**src/hw/atr_pkg.sv**
```systemverilog
// shared constants for the acquisition timing signal router
package atr_pkg;
   // bus widths and counters
   localparam int          ATR_AW          = 4;
   localparam int          ATR_DW          = 32;
   localparam int          ATR_CNT24_W     = 24;
   localparam int          ATR_CNT16_W     = 16;
   localparam int          ATR_NUM_C24     = 7;
   localparam int          ATR_NUM_C16     = 3;
   // timing
   localparam int          ATR_SYS_HZ      = 40000000;
   localparam int          ATR_INT_TB_HZ   = 20000000;
   localparam int          ATR_RES_NS      = 50;
   localparam int          ATR_TB_DIV      = ATR_SYS_HZ / ATR_INT_TB_HZ;
   // word offsets (byte address = 4 * index)
   localparam logic [3:0]  ATR_REG_CTRL    = 4'h0;
   localparam logic [3:0]  ATR_REG_SRC     = 4'h1;
   localparam logic [3:0]  ATR_REG_OUTEN   = 4'h2;
   localparam logic [3:0]  ATR_REG_INTVL   = 4'h3;
   localparam logic [3:0]  ATR_REG_STATUS  = 4'h4;
   localparam logic [3:0]  ATR_REG_SCNT    = 4'h5;
   localparam logic [3:0]  ATR_REG_CCNT    = 4'h6;
   // ctrl fields
   localparam int          ATR_CTRL_TBSEL  = 0;
   localparam int          ATR_CTRL_TBOUT  = 1;
   localparam int          ATR_CTRL_SYNC7  = 2;
   localparam int          ATR_CTRL_ARM    = 3;
   localparam int          ATR_CTRL_SWSTART = 4;
   // source select: 4 bits per timing signal
   localparam int          ATR_SEL_W       = 4;
   localparam int          ATR_NSIG        = 6;
   localparam logic [3:0]  ATR_SEL_PIN     = 4'h0;
   localparam logic [3:0]  ATR_SEL_TRIG0   = 4'h1;
   localparam logic [3:0]  ATR_SEL_STAR    = 4'h7;
   localparam logic [3:0]  ATR_SEL_TC      = 4'h8;
   localparam logic [3:0]  ATR_SEL_NONE    = 4'hf;
   localparam int          ATR_SIG_START   = 0;
   localparam int          ATR_SIG_REF     = 1;
   localparam int          ATR_SIG_SCAN    = 2;
   localparam int          ATR_SIG_CONV    = 3;
   localparam int          ATR_SIG_PAUSE   = 4;
   localparam int          ATR_SIG_TBASE   = 5;
   localparam logic [23:0] ATR_SRC_RST     = 24'hf88fff;
   // output enable fields
   localparam int          ATR_OE_START_PIN = 0;
   localparam int          ATR_OE_START_BP  = 1;
   localparam int          ATR_OE_REF_BP    = 2;
   localparam int          ATR_OE_SCAN_BP   = 3;
   localparam int          ATR_OE_CONV_BP   = 4;
   localparam int          ATR_OE_LINE_W    = 3;
   localparam int          ATR_OE_LINE_LO   = 8;
   localparam int          ATR_OE_W        = 20;
   localparam logic [23:0] ATR_INTVL_RST   = 24'h000010;
   localparam int          ATR_BP_W        = 8;
   localparam int          ATR_SYNC_LINE   = 7;
endpackage : atr_pkg

```
**src/hw/atr_sel_if.sv**
```systemverilog
// signals between the router core and its source selector
`timescale 1ns/1ps
interface atr_sel_if;
   logic [atr_pkg::ATR_BP_W-1:0] bp_trig;
   logic                         pin;
   logic                         star;
   logic                         tc;
   logic [atr_pkg::ATR_SEL_W*atr_pkg::ATR_NSIG-1:0] sel;
   logic [atr_pkg::ATR_NSIG-1:0] routed;
   modport core (output bp_trig, output pin, output star, output tc, output sel, input routed);
   modport mux  (input bp_trig, input pin, input star, input tc, input sel, output routed);
endinterface : atr_sel_if

```
**src/hw/atr_router.sv**
```systemverilog
// acquisition timing signal router with wishbone register access
//
// The register offsets and register access over Wishbone are this design's own decisions.
`timescale 1ns/1ps
// Functional notes
// - two timing groups: seven 24-bit and three 16-bit counters, 50 ns resolution
// - conversion pulse source: front pin, backplane lines 0..5, star, or interval terminal count
// - any timing signal may select the front pin, several at once
// - acquisition start trigger can drive the front pin when enabled
// - master timebase selectable: internal 20 MHz or backplane clock line
// - selected timebase enables the sample interval counter unless a scan timebase source is selected
// - internal timebase may be driven onto backplane clock; receivers must opt in
// - after reset: internal timebase, backplane timebase line undriven
// - backplane line 7 can clear the sample interval counter; the master timebase runs on
// - star trigger is received only, never driven
// - start trigger from pin or backplane; actual start driven on both
// - reference trigger from pin or backplane, output only on backplane
// - scan pulse samples every channel; in from pin/backplane, out backplane only
// - conversion pulse starts one conversion; in pin/backplane, out backplane only
// - pause gate suspends acquisition while asserted, resumes after
// - scan timebase input from pin or backplane drives sample clocks
module atr_router (
   // clock and reset
   input  wire logic        sys_clk,
   input  wire logic        rst,
   // wishbone slave
   input  wire logic        wb_cyc_i,
   input  wire logic        wb_stb_i,
   input  wire logic        wb_we_i,
   input  wire logic [5:0]  wb_adr_i,
   input  wire logic [3:0]  wb_sel_i,
   input  wire logic [31:0] wb_dat_i,
   output logic      [31:0] wb_dat_o,
   output logic             wb_ack_o,
   // front programmable pin
   input  wire logic        pin_i,
   output logic             pin_o,
   output logic             pin_oe,
   // backplane trigger lines
   input  wire logic [7:0]  bp_trig_i,
   output logic      [7:0]  bp_trig_o,
   output logic      [7:0]  bp_trig_oe,
   input  wire logic        star_i,
   // backplane clock line
   input  wire logic        bp_clk_i,
   output logic             bp_clk_o,
   output logic             bp_clk_oe,
   // acquisition events
   output logic             conv_start,
   output logic             scan_start,
   output logic             acq_running
);
   typedef enum logic [1:0] {ATR_IDLE, ATR_ARMED, ATR_RUN} atr_state_t;

   // synchronisers
   logic [1:0]  pin_s_r;
   logic [15:0] bp_s_r;
   logic [1:0]  star_s_r;
   logic [1:0]  bpclk_s_r;
   logic [7:0]  bp_q;
   logic        pin_q;
   logic        star_q;
   logic        bpclk_q;
   logic        bpclk_d_r;
   logic [atr_pkg::ATR_NSIG-1:0] routed_d_r;

   always_ff @(posedge sys_clk) begin
      pin_s_r   <= {pin_s_r[0], pin_i};
      bp_s_r    <= {bp_s_r[7:0], bp_trig_i};
      star_s_r  <= {star_s_r[0], star_i};
      bpclk_s_r <= {bpclk_s_r[0], bp_clk_i};
   end
   assign pin_q   = pin_s_r[1];
   assign bp_q    = bp_s_r[15:8];
   assign star_q  = star_s_r[1];
   assign bpclk_q = bpclk_s_r[1];

   // registers
   logic [7:0]  ctrl_r;
   logic [23:0] src_r;
   logic [atr_pkg::ATR_OE_W-1:0] oe_r;
   logic [23:0] intvl_r;
   logic [23:0] src_act_r;
   logic [atr_pkg::ATR_OE_W-1:0] oe_act_r;
   logic [23:0] intvl_act_r;
   logic        tbsel_act_r;
   logic [23:0] scan_cnt_r;
   logic [15:0] conv_cnt_r;
   atr_state_t  state_r;
   atr_state_t  state_nxt;
   // terminal count one cycle late: a pause or timebase fed from it forms no loop
   logic        tc_r;

   wire [3:0] wb_idx   = wb_adr_i[5:2];
   wire       wb_req   = wb_cyc_i && wb_stb_i && !wb_ack_o;
   wire       wb_wr    = wb_req && wb_we_i && wb_sel_i[0];
   wire       wr_ctrl  = wb_wr && (wb_idx == atr_pkg::ATR_REG_CTRL);
   wire       wr_src   = wb_wr && (wb_idx == atr_pkg::ATR_REG_SRC);
   wire       wr_oe    = wb_wr && (wb_idx == atr_pkg::ATR_REG_OUTEN);
   wire       wr_intvl = wb_wr && (wb_idx == atr_pkg::ATR_REG_INTVL);
   wire       idle     = (state_r == ATR_IDLE);

   // byte-lane merge for the wide registers
   function automatic logic [31:0] merge(input logic [31:0] old, input logic [31:0] nw, input logic [3:0] be);
      logic [31:0] m;
      m = old;
      for (int b = 0; b < 4; b++) begin
         if (be[b]) begin
            m[b*8 +: 8] = nw[b*8 +: 8];
         end
      end
      return m;
   endfunction : merge

   wire [31:0] src_m   = merge({8'h00, src_r}, wb_dat_i, wb_sel_i);
   wire [31:0] oe_m    = merge({12'h000, oe_r}, wb_dat_i, wb_sel_i);
   wire [31:0] intvl_m = merge({8'h00, intvl_r}, wb_dat_i, wb_sel_i);

   always_ff @(posedge sys_clk) begin
      if (rst) begin
         ctrl_r  <= 8'h00;
         src_r   <= atr_pkg::ATR_SRC_RST;
         oe_r    <= '0;
         intvl_r <= atr_pkg::ATR_INTVL_RST;
      end else begin
         if (wr_ctrl) begin
            ctrl_r <= wb_dat_i[7:0];
         end else if (state_r != ATR_IDLE || !ctrl_r[atr_pkg::ATR_CTRL_ARM]) begin
            // a start written with arm survives until the sequencer leaves idle
            ctrl_r[atr_pkg::ATR_CTRL_SWSTART] <= 1'b0;
         end
         if (wr_src) begin
            src_r <= src_m[23:0];
         end
         if (wr_oe) begin
            oe_r <= oe_m[atr_pkg::ATR_OE_W-1:0];
         end
         if (wr_intvl) begin
            intvl_r <= intvl_m[23:0];
         end
      end
   end

   // active copies only load while idle, so settings land before a start
   always_ff @(posedge sys_clk) begin
      if (rst) begin
         src_act_r   <= atr_pkg::ATR_SRC_RST;
         oe_act_r    <= '0;
         intvl_act_r <= atr_pkg::ATR_INTVL_RST;
         tbsel_act_r <= 1'b0;
      end else if (idle) begin
         src_act_r   <= src_r;
         oe_act_r    <= oe_r;
         intvl_act_r <= intvl_r;
         tbsel_act_r <= ctrl_r[atr_pkg::ATR_CTRL_TBSEL];
      end
   end

   // timebase: internal half rate enable or backplane clock edge
   logic int_tb_r;
   always_ff @(posedge sys_clk) begin
      if (rst) begin
         int_tb_r  <= 1'b0;
         bpclk_d_r <= 1'b0;
      end else begin
         int_tb_r  <= !int_tb_r;
         bpclk_d_r <= bpclk_q;
      end
   end
   wire bp_tb_en  = bpclk_q && !bpclk_d_r;
   wire sync7_clr = ctrl_r[atr_pkg::ATR_CTRL_SYNC7] && bp_q[atr_pkg::ATR_SYNC_LINE];
   wire tb_en     = tbsel_act_r ? bp_tb_en : int_tb_r;

   // source selection
   atr_sel_if sif ();
   assign sif.bp_trig = bp_q;
   assign sif.pin     = pin_q;
   assign sif.star    = star_q;
   assign sif.tc      = tc_r;
   assign sif.sel     = src_act_r;
   atr_src_mux u_mux (
      .s (sif)
   );

   always_ff @(posedge sys_clk) begin
      if (rst) begin
         routed_d_r <= '0;
      end else begin
         routed_d_r <= sif.routed;
      end
   end
   wire [atr_pkg::ATR_NSIG-1:0] rise = sif.routed & ~routed_d_r;
   wire ext_start = rise[atr_pkg::ATR_SIG_START];
   wire ref_hit   = rise[atr_pkg::ATR_SIG_REF];
   wire paused    = sif.routed[atr_pkg::ATR_SIG_PAUSE];
   wire ext_tb    = (src_act_r[atr_pkg::ATR_SIG_TBASE*atr_pkg::ATR_SEL_W +: atr_pkg::ATR_SEL_W] != atr_pkg::ATR_SEL_NONE);
   wire scan_tick_en = ext_tb ? rise[atr_pkg::ATR_SIG_TBASE] : tb_en;
   wire ext_scan  = (src_act_r[atr_pkg::ATR_SIG_SCAN*atr_pkg::ATR_SEL_W +: atr_pkg::ATR_SEL_W] != atr_pkg::ATR_SEL_NONE);
   wire ext_conv  = (src_act_r[atr_pkg::ATR_SIG_CONV*atr_pkg::ATR_SEL_W +: atr_pkg::ATR_SEL_W] != atr_pkg::ATR_SEL_NONE);

   // sample interval counter, 24 bits, one of the acquisition group
   wire tc_pulse = (state_r == ATR_RUN) && !paused && scan_tick_en && (scan_cnt_r == 24'h000000);
   always_ff @(posedge sys_clk) begin
      if (rst || sync7_clr) begin
         scan_cnt_r <= 24'h000000;
      end else if (state_r != ATR_RUN) begin
         scan_cnt_r <= intvl_act_r;
      end else if (scan_tick_en && !paused) begin
         scan_cnt_r <= (scan_cnt_r == 24'h000000) ? intvl_act_r : scan_cnt_r - 24'h000001;
      end
   end

   // acquisition sequencer
   wire start_now = ext_start || ctrl_r[atr_pkg::ATR_CTRL_SWSTART];
   always_comb begin
      state_nxt = state_r;
      case (state_r)
         ATR_IDLE:  if (ctrl_r[atr_pkg::ATR_CTRL_ARM]) state_nxt = ATR_ARMED;
         ATR_ARMED: if (!ctrl_r[atr_pkg::ATR_CTRL_ARM]) state_nxt = ATR_IDLE;
                    else if (start_now) state_nxt = ATR_RUN;
         ATR_RUN:   if (!ctrl_r[atr_pkg::ATR_CTRL_ARM]) state_nxt = ATR_IDLE;
         default:   state_nxt = ATR_IDLE;
      endcase
   end

   wire run_ok   = (state_r == ATR_RUN) && !paused;
   wire scan_now = run_ok && (ext_scan ? rise[atr_pkg::ATR_SIG_SCAN] : tc_pulse);
   wire conv_now = run_ok && (ext_conv ? rise[atr_pkg::ATR_SIG_CONV] : scan_now);
   wire start_ev = (state_r == ATR_ARMED) && (state_nxt == ATR_RUN);
   logic ref_seen_r;

   always_ff @(posedge sys_clk) begin
      if (rst) begin
         state_r     <= ATR_IDLE;
         conv_start  <= 1'b0;
         scan_start  <= 1'b0;
         acq_running <= 1'b0;
         ref_seen_r  <= 1'b0;
         conv_cnt_r  <= 16'h0000;
         tc_r        <= 1'b0;
      end else begin
         state_r     <= state_nxt;
         tc_r        <= tc_pulse;
         conv_start  <= conv_now;
         scan_start  <= scan_now;
         acq_running <= (state_nxt == ATR_RUN);
         if (start_ev) begin
            ref_seen_r <= 1'b0;
            conv_cnt_r <= 16'h0000;
         end else begin
            if (ref_hit && state_r == ATR_RUN) ref_seen_r <= 1'b1;
            if (conv_now) conv_cnt_r <= conv_cnt_r + 16'h0001;
         end
      end
   end

   // pin and backplane drivers
   wire [2:0] start_line = oe_act_r[atr_pkg::ATR_OE_LINE_LO +: atr_pkg::ATR_OE_LINE_W];
   wire [2:0] ref_line   = oe_act_r[atr_pkg::ATR_OE_LINE_LO+atr_pkg::ATR_OE_LINE_W +: atr_pkg::ATR_OE_LINE_W];
   wire [2:0] scan_line  = oe_act_r[atr_pkg::ATR_OE_LINE_LO+2*atr_pkg::ATR_OE_LINE_W +: atr_pkg::ATR_OE_LINE_W];
   wire [2:0] conv_line  = oe_act_r[atr_pkg::ATR_OE_LINE_LO+3*atr_pkg::ATR_OE_LINE_W +: atr_pkg::ATR_OE_LINE_W];
   logic [7:0] bp_o_nxt;
   logic [7:0] bp_oe_nxt;
   always_comb begin
      bp_o_nxt  = 8'h00;
      bp_oe_nxt = 8'h00;
      if (oe_act_r[atr_pkg::ATR_OE_START_BP]) begin
         bp_oe_nxt[start_line] = 1'b1;
         bp_o_nxt[start_line]  = start_ev;
      end
      if (oe_act_r[atr_pkg::ATR_OE_REF_BP]) begin
         bp_oe_nxt[ref_line] = 1'b1;
         bp_o_nxt[ref_line]  = bp_o_nxt[ref_line] | (ref_hit && state_r == ATR_RUN);
      end
      if (oe_act_r[atr_pkg::ATR_OE_SCAN_BP]) begin
         bp_oe_nxt[scan_line] = 1'b1;
         bp_o_nxt[scan_line]  = bp_o_nxt[scan_line] | scan_now;
      end
      if (oe_act_r[atr_pkg::ATR_OE_CONV_BP]) begin
         bp_oe_nxt[conv_line] = 1'b1;
         bp_o_nxt[conv_line]  = bp_o_nxt[conv_line] | conv_now;
      end
   end

   always_ff @(posedge sys_clk) begin
      if (rst) begin
         pin_o      <= 1'b0;
         pin_oe     <= 1'b0;
         bp_trig_o  <= 8'h00;
         bp_trig_oe <= 8'h00;
         bp_clk_o   <= 1'b0;
         bp_clk_oe  <= 1'b0;
      end else begin
         pin_oe     <= oe_act_r[atr_pkg::ATR_OE_START_PIN];
         pin_o      <= start_ev && oe_act_r[atr_pkg::ATR_OE_START_PIN];
         bp_trig_o  <= bp_o_nxt;
         bp_trig_oe <= bp_oe_nxt;
         // only the internal source may be driven out
         bp_clk_oe  <= ctrl_r[atr_pkg::ATR_CTRL_TBOUT] && !ctrl_r[atr_pkg::ATR_CTRL_TBSEL];
         bp_clk_o   <= int_tb_r;
      end
   end

   // read back and ack
   logic [31:0] rd_mux;
   always_comb begin
      case (wb_idx)
         atr_pkg::ATR_REG_CTRL:   rd_mux = {24'h000000, ctrl_r};
         atr_pkg::ATR_REG_SRC:    rd_mux = {8'h00, src_r};
         atr_pkg::ATR_REG_OUTEN:  rd_mux = {12'h000, oe_r};
         atr_pkg::ATR_REG_INTVL:  rd_mux = {8'h00, intvl_r};
         atr_pkg::ATR_REG_STATUS: rd_mux = {26'h0000000, sif.routed[atr_pkg::ATR_SIG_PAUSE], ref_seen_r,
                                            tbsel_act_r, paused, state_r};
         atr_pkg::ATR_REG_SCNT:   rd_mux = {8'h00, scan_cnt_r};
         atr_pkg::ATR_REG_CCNT:   rd_mux = {16'h0000, conv_cnt_r};
         default:                 rd_mux = 32'h00000000;
      endcase
   end

   always_ff @(posedge sys_clk) begin
      if (rst) begin
         wb_ack_o <= 1'b0;
         wb_dat_o <= 32'h00000000;
      end else begin
         wb_ack_o <= wb_req;
         wb_dat_o <= wb_req ? rd_mux : 32'h00000000;
      end
   end
endmodule : atr_router

```
**src/hw/atr_src_mux.sv**
```systemverilog
// per-signal source multiplexers for the timing signals
`timescale 1ns/1ps
module atr_src_mux (
   // selector link
   atr_sel_if.mux s
);
   genvar g;
   generate
      for (g = 0; g < atr_pkg::ATR_NSIG; g++) begin : g_sig
         wire [3:0] code = s.sel[g*atr_pkg::ATR_SEL_W +: atr_pkg::ATR_SEL_W];
         wire       is_bp = (code >= atr_pkg::ATR_SEL_TRIG0) && (code < atr_pkg::ATR_SEL_STAR);
         wire [3:0] line = code - atr_pkg::ATR_SEL_TRIG0;
         // every signal may pick the pin at once
         assign s.routed[g] = (code == atr_pkg::ATR_SEL_PIN)  ? s.pin :
                              is_bp                           ? s.bp_trig[line[2:0]] :
                              (code == atr_pkg::ATR_SEL_STAR) ? s.star :
                              (code == atr_pkg::ATR_SEL_TC)   ? s.tc : 1'b0;
      end
   endgenerate
endmodule : atr_src_mux

```
**config.mk**
```make
export PLATFORM = sky130hd
export DESIGN_NAME = atr_router
export DESIGN_NICKNAME = d
export VERILOG_FILES = /design/src/hw/atr_pkg.sv /design/src/hw/atr_sel_if.sv /design/src/hw/atr_router.sv /design/src/hw/atr_src_mux.sv
export SDC_FILE = /design/constraint.sdc
export NUM_CORES = 1
export LEC_CHECK = 0
export BUFFER_PORTS_ARGS = -buffer_cell sky130_fd_sc_hd__buf_4
export CORE_ASPECT_RATIO = 1.4
export CORE_MARGIN = 4
export CORE_UTILIZATION = 50
export CTS_CLUSTER_DIAMETER = 60
export DETAILED_ROUTE_END_ITERATION = 7
export PLACE_DENSITY_LB_ADDON = 0.3
export SLEW_MARGIN = 20
export SYNTH_ARGS = -nofsm -noshare
export SYNTH_HDL_FRONTEND = slang
export SYNTH_SLANG_ARGS = --single-unit
```
**constraint.sdc**
```tcl
create_clock -name sys_clk -period 5.5 [get_ports sys_clk]
set_input_delay 1.1 -clock sys_clk [delete_from_list [all_inputs] [get_ports sys_clk]]
set_output_delay 1.1 -clock sys_clk [all_outputs]
set_load 0.01 [all_outputs]
```
After elaboration in Yosys (flattened, before gate mapping). Cells that the tools add are included.

Register bits: 275. Latch bits: 0. RAM bits: 0. Bits in read-only memories: 0. Bits of input ports: 58. Word-level logic and storage cells: 245. Memories: 0.

Add/subtract/negate cells: 8. $mul: 0. Div/mod/pow operators: 0. Magnitude comparators: 26. Equal/unequal tests: 25. Shift operators: 0. Muxes and demuxes: 76. Bitwise operators: 10. Reductions and logical operators: 62.

Operator list (number): one-hot mux 24 bit (7 select lines) (1); two-way mux 24 bit (3); two-way mux 8 bit (8); two-way mux 1 bit (43); less-than comparator 3 x 4 -> 1 bit, second input constant (10); equality test 4 x 3 -> 1 bit, second input constant (9); logical AND 1 bit (30); logical NOT 4 bit (7); binary-select mux 1 bit (select 3 bit) (9); bitwise mux 8 bit (3); equality test 4 bit, second input constant (6); greater-or-equal comparator 4 x 1 -> 1 bit, second input constant (6); logical NOT 24 bit (1); less-than comparator 4 x 3 -> 1 bit, second input constant (6); OR 8 bit (3); subtractor 24 x 1 -> 24 bit, second input constant (1); AND reduction 2 bit (9); subtractor 3 x 1 -> 3 bit, second input constant (6); adder 16 x 1 -> 16 bit, second input constant (1); demux 1 bit (select 3 bit) (4); greater-or-equal comparator 3 x 1 -> 1 bit, second input constant (4); != test 4 bit, second input constant (3); AND 8 bit (1); equality test 4 x 2 -> 1 bit, second input constant (2); other kinds (15) (31).

Logic depth before layout (Yosys ltp). Gate-level depths: netlist of the first run.

Depth in word-level cells: 29. Gate-level depth with buffers: 13. Mapped depth without buffers: 11.

By module. A second synthesis of the first run with hierarchy kept.

Cell total of the unflattened synthesis: 1445. Area, all modules: 12125.4 µm².

By module, submodules not included: atr_router (instances 1, cells each 1315, area an instance 10939.2 µm²); atr_src_mux (instances 1, cells each 130, area an instance 1186.1 µm²).

Worst setup path before layout of the first run. OpenSTA, ideal clock, no wires.

Kind: reg2reg. Start: reg src_act_r[4] (netlist: sif.sel[4]). End: reg bp_trig_o[2]. Library setup time: 70 ps. Arrival time: 2997 ps. Required time: 5430 ps. Slack: 2434 ps. Stages on the path, launching flop included: 14. Period minus slack after synthesis: 3066 ps. Path through: dfxtp_1 buf_6 inv_1 ha_1 nand2b_1 mux4_2 and2_4 or4_4 buf_6 and3_1 or4_4 nand4_2 o22ai_1 a21oi_1.

Cells in the longest elaborated chain, start to end: 20. Elaborated cells on any way between the ends: 28.

Ends and longest elaborated chain: start: declaration (RTL line atr_router.sv:83) `logic [23:0] src_act_r;`; start signal: assignment (RTL line atr_router.sv:147) `src_act_r <= atr_pkg::ATR_SRC_RST;`; start signal: assignment (RTL line atr_router.sv:152) `src_act_r <= src_r;`; subtractor 3 x 1 -> 3 bit / equality test 4 bit (equally long branches) (RTL line atr_src_mux.sv:12, atr_src_mux.sv:17); binary-select mux 1 bit (select 3 bit) / two-way mux 1 bit (equally long branches) (RTL line atr_src_mux.sv:15, atr_src_mux.sv:17); two-way mux 1 bit (on tied branches) (RTL line atr_src_mux.sv:15, atr_src_mux.sv:16); two-way mux 1 bit (RTL line atr_src_mux.sv:15) `is_bp ? s.bp_trig[line[2:0]] :`; two-way mux 1 bit * (RTL line atr_src_mux.sv:14) `assign s.routed[g] = (code == atr_pkg::ATR_SEL_PIN) ? s.pin :`; AND 6 bit * (RTL line atr_router.sv:192) `wire [atr_pkg::ATR_NSIG-1:0] rise = sif.routed & ~routed_d_r;`; logical AND 1 bit * (RTL line atr_router.sv:273) `bp_o_nxt[ref_line] = bp_o_nxt[ref_line] | (ref_hit && state_r == ATR_RUN);`; OR 1 bit * (RTL line atr_router.sv:273); (+4 left out); OR 1 bit (RTL line atr_router.sv:277) `bp_o_nxt[scan_line] = bp_o_nxt[scan_line] | scan_now;`; bitwise mux 8 bit (RTL line atr_router.sv:277); two-way mux 8 bit * (RTL line atr_router.sv:275) `if (oe_act_r[atr_pkg::ATR_OE_SCAN_BP]) begin`; binary-select mux 1 bit (select 3 bit) (RTL line atr_router.sv:281) `bp_o_nxt[conv_line] = bp_o_nxt[conv_line] | conv_now;`; two-way mux 1 bit (not written as such) (RTL line atr_router.sv:281); OR 1 bit (RTL line atr_router.sv:281); bitwise mux 8 bit (RTL line atr_router.sv:281); two-way mux 8 bit * (RTL line atr_router.sv:279) `if (oe_act_r[atr_pkg::ATR_OE_CONV_BP]) begin`; end signal: assignment (RTL line atr_router.sv:296) `bp_trig_o <= bp_o_nxt;`; end: declaration (RTL line atr_router.sv:41) `output logic [7:0] bp_trig_o,`.

Mark *: on every way between the ends. The rest lies on a longest branch, timed or not. The select of a mux whose other input is x is not followed. A chain may end at the register's enable or synchronous reset.

Final worst setup path of the first run.
Start: reg scan_cnt_r[9]. End: reg conv_cnt_r[15].

Cells in the longest elaborated chain, start to end: 6.

Ends and longest elaborated chain: start: declaration (RTL line atr_router.sv:87) `logic [23:0] scan_cnt_r;`; start signal: assignment (RTL line atr_router.sv:207) `scan_cnt_r <= intvl_act_r;`; start signal: assignment (RTL line atr_router.sv:209) `scan_cnt_r <= (scan_cnt_r == 24'h000000) ? intvl_act_r : scan_cnt_r - 24'h000001;`; logical NOT 24 bit (RTL line atr_router.sv:202) `wire tc_pulse = (state_r == ATR_RUN) && !paused && scan_tick_en && (scan_cnt_r == 24'h000000);`; logical AND 1 bit (RTL line atr_router.sv:202); two-way mux 1 bit (RTL line atr_router.sv:227) `wire scan_now = run_ok && (ext_scan ? rise[atr_pkg::ATR_SIG_SCAN] : tc_pulse);`; logical AND 1 bit (RTL line atr_router.sv:227); two-way mux 1 bit (RTL line atr_router.sv:228) `wire conv_now = run_ok && (ext_conv ? rise[atr_pkg::ATR_SIG_CONV] : scan_now);`; logical AND 1 bit (RTL line atr_router.sv:228); end signal: assignment (RTL line atr_router.sv:252) `if (conv_now) conv_cnt_r <= conv_cnt_r + 16'h0001;`; end: declaration (RTL line atr_router.sv:88) `logic [15:0] conv_cnt_r;`.

Every way passes these cells.

==> impl_metrics.tcl, run 1 <==
set metrics [dict create \
    status "complete, no violations" \
    cellPowerDensity_nw_per_um2 279 \
    critPathMaxFanout 9 \
    h-tree-depth 1 \
    hold_buffers 0 \
    postCtsSetupRepairBufs 0 \
    ys_dominant_reg_cell "dfxtp_1" \
    antenna_found_initial 0 \
    tns_ps 0 \
    syn_to_final_growth_pct 13.6 \
    place_hpwl_mm 24.8 \
    clock_skew_ps 13.7 \
    end_kind "flop" \
    synth_top_area_share_pct 44.2 \
    critPathKind "reg2reg" \
    cp.required_ps 5880 \
    drt-vias-per-instance 6.02 \
    worst_pin_slew_ps 1130 \
    clk_pin_slew_ps 60 \
    die_h_um 191 \
    num_rows 66 \
    drc 0 \
    track_usage_pct 25.7 \
    cts-resized-gates 0 \
    min_period_ps 3480 \
    path_buf_inv 0 \
    cp.arrival_ps 3860 \
    syn-instance-count 1418 \
    synthTopCellsByArea "dfxtp_1, nand2_1, a21oi_1, nor2_1, mux2i_1" \
    design.die.area_um2 26400 \
    wl_mm 35.3 \
    wire_per_inst_um 19.7 \
    initial_core_util_pct 51.0 \
    cp_top_family "simple AND/OR/NAND/NOR gates" \
    yosysUniqueCellTypes 76 \
    clock-sinks 263 \
    power_mw 3.77 \
    clk_latency_ps 530 \
    io_pins 114 \
    wl_met1_mm 13.6 \
    max_cap_viol_count 0 \
    power_leakage_nw 5.00 \
    async_flop_share_pct 0 \
    core_um2 23400 \
    top_layer "met4" \
    overflow 0 \
    final_nets 1542 \
    dp.cells 1746 \
    maxSlewViolCount 0 \
    dp_slack_ps 2140 \
    critPathMaxStageDelay_ps 630 \
    slowest_stage "or4_1" \
    grt_pass1_vias 10200 \
    fmax_ghz 0.287 \
    met2_length_mm 18.0 \
    diodes 0 \
    setup_violations 0 \
    cp-start-kind "flop" \
    dr.pass1.iters 6 \
    post_dp_cell_area_um2 12700 \
    ys_seq_elements 263 \
    timing.final.ws_setup_ps 2020 \
    peakVddDrop_mv 0.276 \
    via_count 10800 \
    p_clk_share_pct 45.1 \
    hold_class "reg2reg" \
    root_buffer "clkbuf_16" \
    p_int_mw 2.93 \
    grt_start_max_net_pins 101 \
    max_slew_margin_pct 24.6 \
    p_sw_share_pct 22.3 \
    grt_pass1_wl_mm 55.3 \
    synth_area_leader_cell "dfxtp_1" \
    ys_seq_area_share_pct 44.2 \
    synth-edff-count 0 \
    met3WireLength_mm 2.24 \
    clk_path_buf_depth 3 \
    cts_tree "done" \
    final_cells 1789 \
    ant_nets 0 \
    syn_area_um2 11900 \
    yosysWarnings 0 \
    path_cells "or4_1 -> or3_1 -> nor3_1 -> o2111a_1 -> o31ai_4 -> nor3_1 -> nand4_1 -> xor2_1 -> nor2_1" \
    fillers 2136 \
    p_seq_share_pct 51.2 \
    die_x_um 139 \
    rsz0062_at_grt "false" \
    combPwrFrac_pct 3.7 \
    drive_gt1_share_pct 12.7 \
    crit_top_cell "nor3_1" \
    cts-buffers-inserted 25 \
    period_share_pct 63.3 \
    p_sw_mw 0.843 \
    portBuffers 94 \
    gp_congestion 0.931 \
    syn_area_per_cell_um2 8.41 \
    final_area_um2 13500 \
    hold_viol 0 \
    drt_iter0_drc 899 \
]
## layout make-up
class / count / area, um2 / area share [%]
Tap cell: 306 / 383 / 2.83
Clock buffer: 35 / 723 / 5.34
Timing Repair Buffer: 109 / 818 / 6.04
Multi-Input combinational cell: 1041 / 6170 / 45.6
Clock inverter: 8 / 81.3 / 0.601
Sequential cell: 263 / 5270 / 38.9
Inverter: 27 / 101 / 0.748
## placed cells by master, fill, tap and decap left out, types with 6 or more instances in the layout
cell type,count
dfxtp_1,263
nand2_1,239
a21oi_1,137
nor2_1,120
buf_4,109
nand3_1,62
o21ai_0,52
a22oi_1,40
mux2i_1,39
a211o_1,28
inv_1,27
clkbuf_16,25
nor3_1,23
nor2b_1,23
a31oi_1,19
and3_1,19
ha_1,17
nand2b_1,15
nand3b_1,15
or3_1,13
xor2_1,12
a211oi_1,11
a222oi_1,10
mux4_2,9
a22o_1,8
o22ai_1,8
nor3b_1,8
conb_1,8
nand4_1,6
o31ai_1,6
a221oi_1,6
clkbuf_8,6
## cells by family after synthesis
| family | Yosys count | share of synthesized area, % |
|---|---|---|
| AND/OR/NAND/NOR | 589 | 23.5 |
| AO/OA/AOI/OAI | 358 | 19.3 |
| flip-flops | 263 | 44.2 |
| buffers and inverters | 121 | 4.61 |
| multiplexers | 53 | 5.45 |
| adder cells (fa/ha/maj) | 17 | 1.78 |
| XOR/XNOR | 16 | 1.18 |
| other | 1 | 0.0314 |
## sequential cells by signal, summed over array words and instances (netlist names), 2 cells and up
signal       count
scan_cnt_r      24
sif.sel         24
wb_dat_o        24
bp_trig_o        8
intvl_act_r     24
intvl_r         24
routed_d_r       5
bpclk_s_r        2
oe_act_r        17
src_r           24
conv_cnt_r      16
state_r          2
star_s_r         2
pin_s_r          2
bp_trig_oe       8
bp_s_r          16
ctrl_r           8
oe_r            20
## per-layer routing
metal,track usage (%),vias to the layer above
li1,-,5137
met3,3.61,92
met2,46.9,391
met1,30.1,5148
met4,11.1,0
met5,0,-
## through the flow
| step | utilization (%) | hold WS [ps] |
|---|---|---|
| 2_1_floorplan | - | 310 |
| 3_3_place_gp | 54.5 | 314 |
| 3_5_place_dp | 54.5 | 314 |
| 4_1_cts | 58.0 | 328 |
| 5_1_grt | 58.0 | 334 |
| 6_report | 58.0 | 326 |
## synthesized netlist by cell type (4+ instances only)
master    number
a211o_1       28
a211oi_1      11
a21oi_1      137
a221oi_1       6
a222oi_1      10
a22o_1         8
a22oi_1       40
a31oi_1       19
and3_1        19
and3b_1        5
buf_1          7
buf_4          8
buf_6          4
clkbuf_1      69
dfxtp_1      263
ha_1          17
inv_1         27
mux2_2         5
mux2i_1       39
mux4_2         9
nand2_1      239
nand2b_1      15
nand3_1       62
nand3b_1      15
nand4_1        6
nor2_1       121
nor2b_1       23
nor3_1        24
nor3b_1        8
nor4_1         5
nor4b_1        4
o21ai_0       52
o22ai_1        8
o31ai_1        6
o32ai_1        5
or2_2          4
or3_1         13
xnor2_1        4
xor2_1        12
## power by group through the flow
| stage | registers, mW | logic [mW] | clock network (mW) |
|---|---|---|---|
| after floorplan | 1.97 | 0.0810 | 0 |
| after global placement | 1.97 | 0.135 | 0 |
| after detailed placement | 1.97 | 0.137 | 0 |
| after CTS | 1.93 | 0.137 | 1.73 |
| after global routing | 1.93 | 0.149 | 1.79 |
| final | 1.93 | 0.139 | 1.70 |
## final timing paths
check | from | to | slack (ps) | cells past startpoint
worst min-delay path | bp_s_r[5] | bp_s_r[13] | 330 | 0
worst max register to register | scan_cnt_r[9] | conv_cnt_r[15] | 2020 | 9
worst max-delay path | scan_cnt_r[9] | conv_cnt_r[15] | 2020 | 9
worst min register to register | bp_s_r[5] | bp_s_r[13] | 330 | 0
No activity file was read; power rests on OpenSTA's default activity.
==> run 2, diff against run 1 <==
--- a/config.mk
+++ b/config.mk
@@ -5,6 +5,7 @@
 export SDC_FILE = /design/constraint.sdc
 export NUM_CORES = 1
 export LEC_CHECK = 0
+export ABC_AREA = 1
 export BUFFER_PORTS_ARGS = -buffer_cell sky130_fd_sc_hd__buf_4
 export CORE_ASPECT_RATIO = 1.4
 export CORE_MARGIN = 4
==> constraint.sdc (replaced) <==
create_clock -name sys_clk -period 2.96 [get_ports sys_clk]
set_input_delay 0.592 -clock sys_clk [delete_from_list [all_inputs] [get_ports sys_clk]]
set_output_delay 0.592 -clock sys_clk [all_outputs]
set_load 0.01 [all_outputs]
==> run 2 against run 1 <==
Against the previous run:
- critical path depth rose by 20
- routed wire length rose by 5.7%
- clock power rose by 110%
- clock skew rose by 16 ps
- first-iteration DRC count rose by 50%
- final area rose by 12%
- area after synthesis fell by 0.57%
- core utilization rose by 7.1 points
- register-to-register slack got worse by 2400 ps
- worst setup slack got worse by 2400 ps
- the flow now finishes with violations (DRC, setup timing)
==> impl_metrics.tcl, run 2 <==
set metrics [dict create \
    dr.pass1.iters 8 \
    cp-start-kind "flop" \
    cellPowerDensity_nw_per_um2 495 \
    power_leakage_nw 6.41 \
    final_cell_mix "nand2_1, dfxtp_1, buf_4" \
    synth_top_area_share_pct 44.4 \
    syn_area_per_cell_um2 7.20 \
    synthTopCellsByCount "nand2_1, dfxtp_1, nor2_1, inv_1, o21ai_0" \
    hold_buffers 0 \
    antenna_found_initial 0 \
    violations "DRC, setup timing" \
    end_kind "flop" \
    ys_dominant_reg_cell "dfxtp_1" \
    rsz0062_at_grt "true" \
    fmax_ghz 0.295 \
    cts_tree "done" \
    synth_most_common_cell "nand2_1" \
    hold_class "in2reg" \
    max_cap_viol_count 0 \
    timing.final.ws_setup_ps -427 \
    cts-buffers-inserted 26 \
    synth-edff-count 0 \
    critPathMaxStageDelay_ps 380 \
    status "finished, violations left" \
    cp.required_ps 3380 \
    cp.arrival_ps 3800 \
    multi_input_area_um2 6130 \
    setup_violations 8 \
    yosysUniqueCellTypes 46 \
    critPathKind "reg2reg" \
    power_mw 7.49 \
    whs_ps 146 \
    slowest_stage "dfxtp_4" \
    syn_area_um2 11900 \
    syn_to_final_growth_pct 27.7 \
    critPathMaxFanout 8 \
    seq_area_um2 5280 \
    initial_core_util_pct 50.9 \
    dp_slack_ps -422 \
    diodes 0 \
    clk_pin_slew_ps 60 \
    worst_pin_slew_ps 830 \
    via_count 12200 \
    grt_start_max_net_pins 90 \
    synthTopCellsByArea "dfxtp_1, nand2_1, nor2_1, o21ai_0, a21oi_1" \
    h-tree-depth 1 \
    crit_top_cell "nand2_2" \
    track_usage_pct 26.9 \
    grt_pass1_wl_mm 58.5 \
    max_slew_margin_pct 44.6 \
    die_h_um 190 \
    wire_per_inst_um 17.3 \
    post_dp_cell_area_um2 13500 \
    final_nets 1904 \
    final_area_um2 15100 \
    design.die.area_um2 26300 \
    portBuffers 94 \
    clk_path_buf_depth 3 \
    min_period_ps 3390 \
    io_pins 114 \
    overflow 0 \
    gp_congestion 0.947 \
    period_share_pct 114 \
    die_x_um 138 \
    fin_util_pct 65.0 \
    syn-instance-count 1646 \
    clk_latency_ps 550 \
    drt-vias-per-instance 5.67 \
    grt_pass1_vias 11600 \
    ys_seq_elements 263 \
    place_hpwl_mm 26.4 \
    wl_mm 37.3 \
    fillers 1963 \
    r2r_cells 29 \
    core_um2 23300 \
    async_flop_share_pct 0 \
    maxSlewViolCount 0 \
    drt_iter0_drc 1351 \
    ant_nets 0 \
    hold_viol 0 \
    peakVddDrop_mv 0.453 \
    root_buffer "clkbuf_16" \
    hold_depth 1 \
    synth_area_leader_cell "dfxtp_1" \
    yosysWarnings 0 \
    clock-sinks 263 \
    drive_gt1_share_pct 20.6 \
    drc 1 \
    clock_skew_ps 29.7 \
    num_rows 66 \
    final_common_cell "nand2_1" \
    ys_seq_area_share_pct 44.4 \
]
run 2: area by class of cell:
cell class,instances,area share (%)
Clock buffer,36,4.94
Clock inverter,12,1.34
Inverter,182,4.61
Multi-Input combinational cell,1134,40.5
Sequential cell,263,34.8
Tap cell,306,2.53
Timing Repair Buffer,222,11.2
run 2: per-stage QoR:
step           TNS (ps)  instances
2_1_floorplan         0       1653
5_1_grt           -5380       2155
6_report          -3300       2155
4_1_cts           -1660       2147
3_3_place_gp      -2950       2083
3_5_place_dp      -3820       2083
run 2: cells by family (layout without fill, tap and decap cells):
group	after synthesis	count (layout)	share of synthesized area, %
other	1	8	0.0316
buffers and inverters	256	452	8.44
adder cells (fa/ha/maj)	17	17	1.79
AND/OR/NAND/NOR	696	696	24.7
XOR/XNOR	12	12	0.886
AO/OA/AOI/OAI	401	401	19.7
flip-flops	263	263	44.4
run 2: timing repair:
item / 4_1_cts / 5_1_grt
gates resized for setup: 55 / 78
hold endpoints to repair: 0 / 0
cloned: 0 / 0
setup endpoints to repair: 15 / 22
setup buffers: 16 / 9
pin swaps: 32 / 54
run 2: path summary, 6_finish.rpt:
kind	start	slack (ps)	endpoint
setup / recovery	sif.sel[0]	-430	bp_trig_o[2]
hold / removal	star_i	150	star_s_r[0]
setup reg to reg	sif.sel[0]	-430	bp_trig_o[2]
hold reg to reg	bpclk_s_r[0]	330	bpclk_s_r[1]
run 2: power breakdown:
group	internal [mW]	leakage [nW]	switching (mW)
clock	2.21	0.466	1.39
sequential	3.56	2.13	0.0180
combinational	0.115	3.81	0.196
total	5.89	6.41	1.61
run 2: critical path, delay by kind of cell, from the launching register on:
kind                       cells  cell delay (ps)
adders and majority gates      1              160
DFF                            1              380
buffers and inverters          2              110
and+or+nand+nor               26             2590
run 2: metal layers:
layer / track usage, % / routed length (um)
met4: 13.0 / 1940
met1: 31.6 / 14400
met5: 0 / 0
met3: 3.55 / 2310
met2: 48.2 / 18600
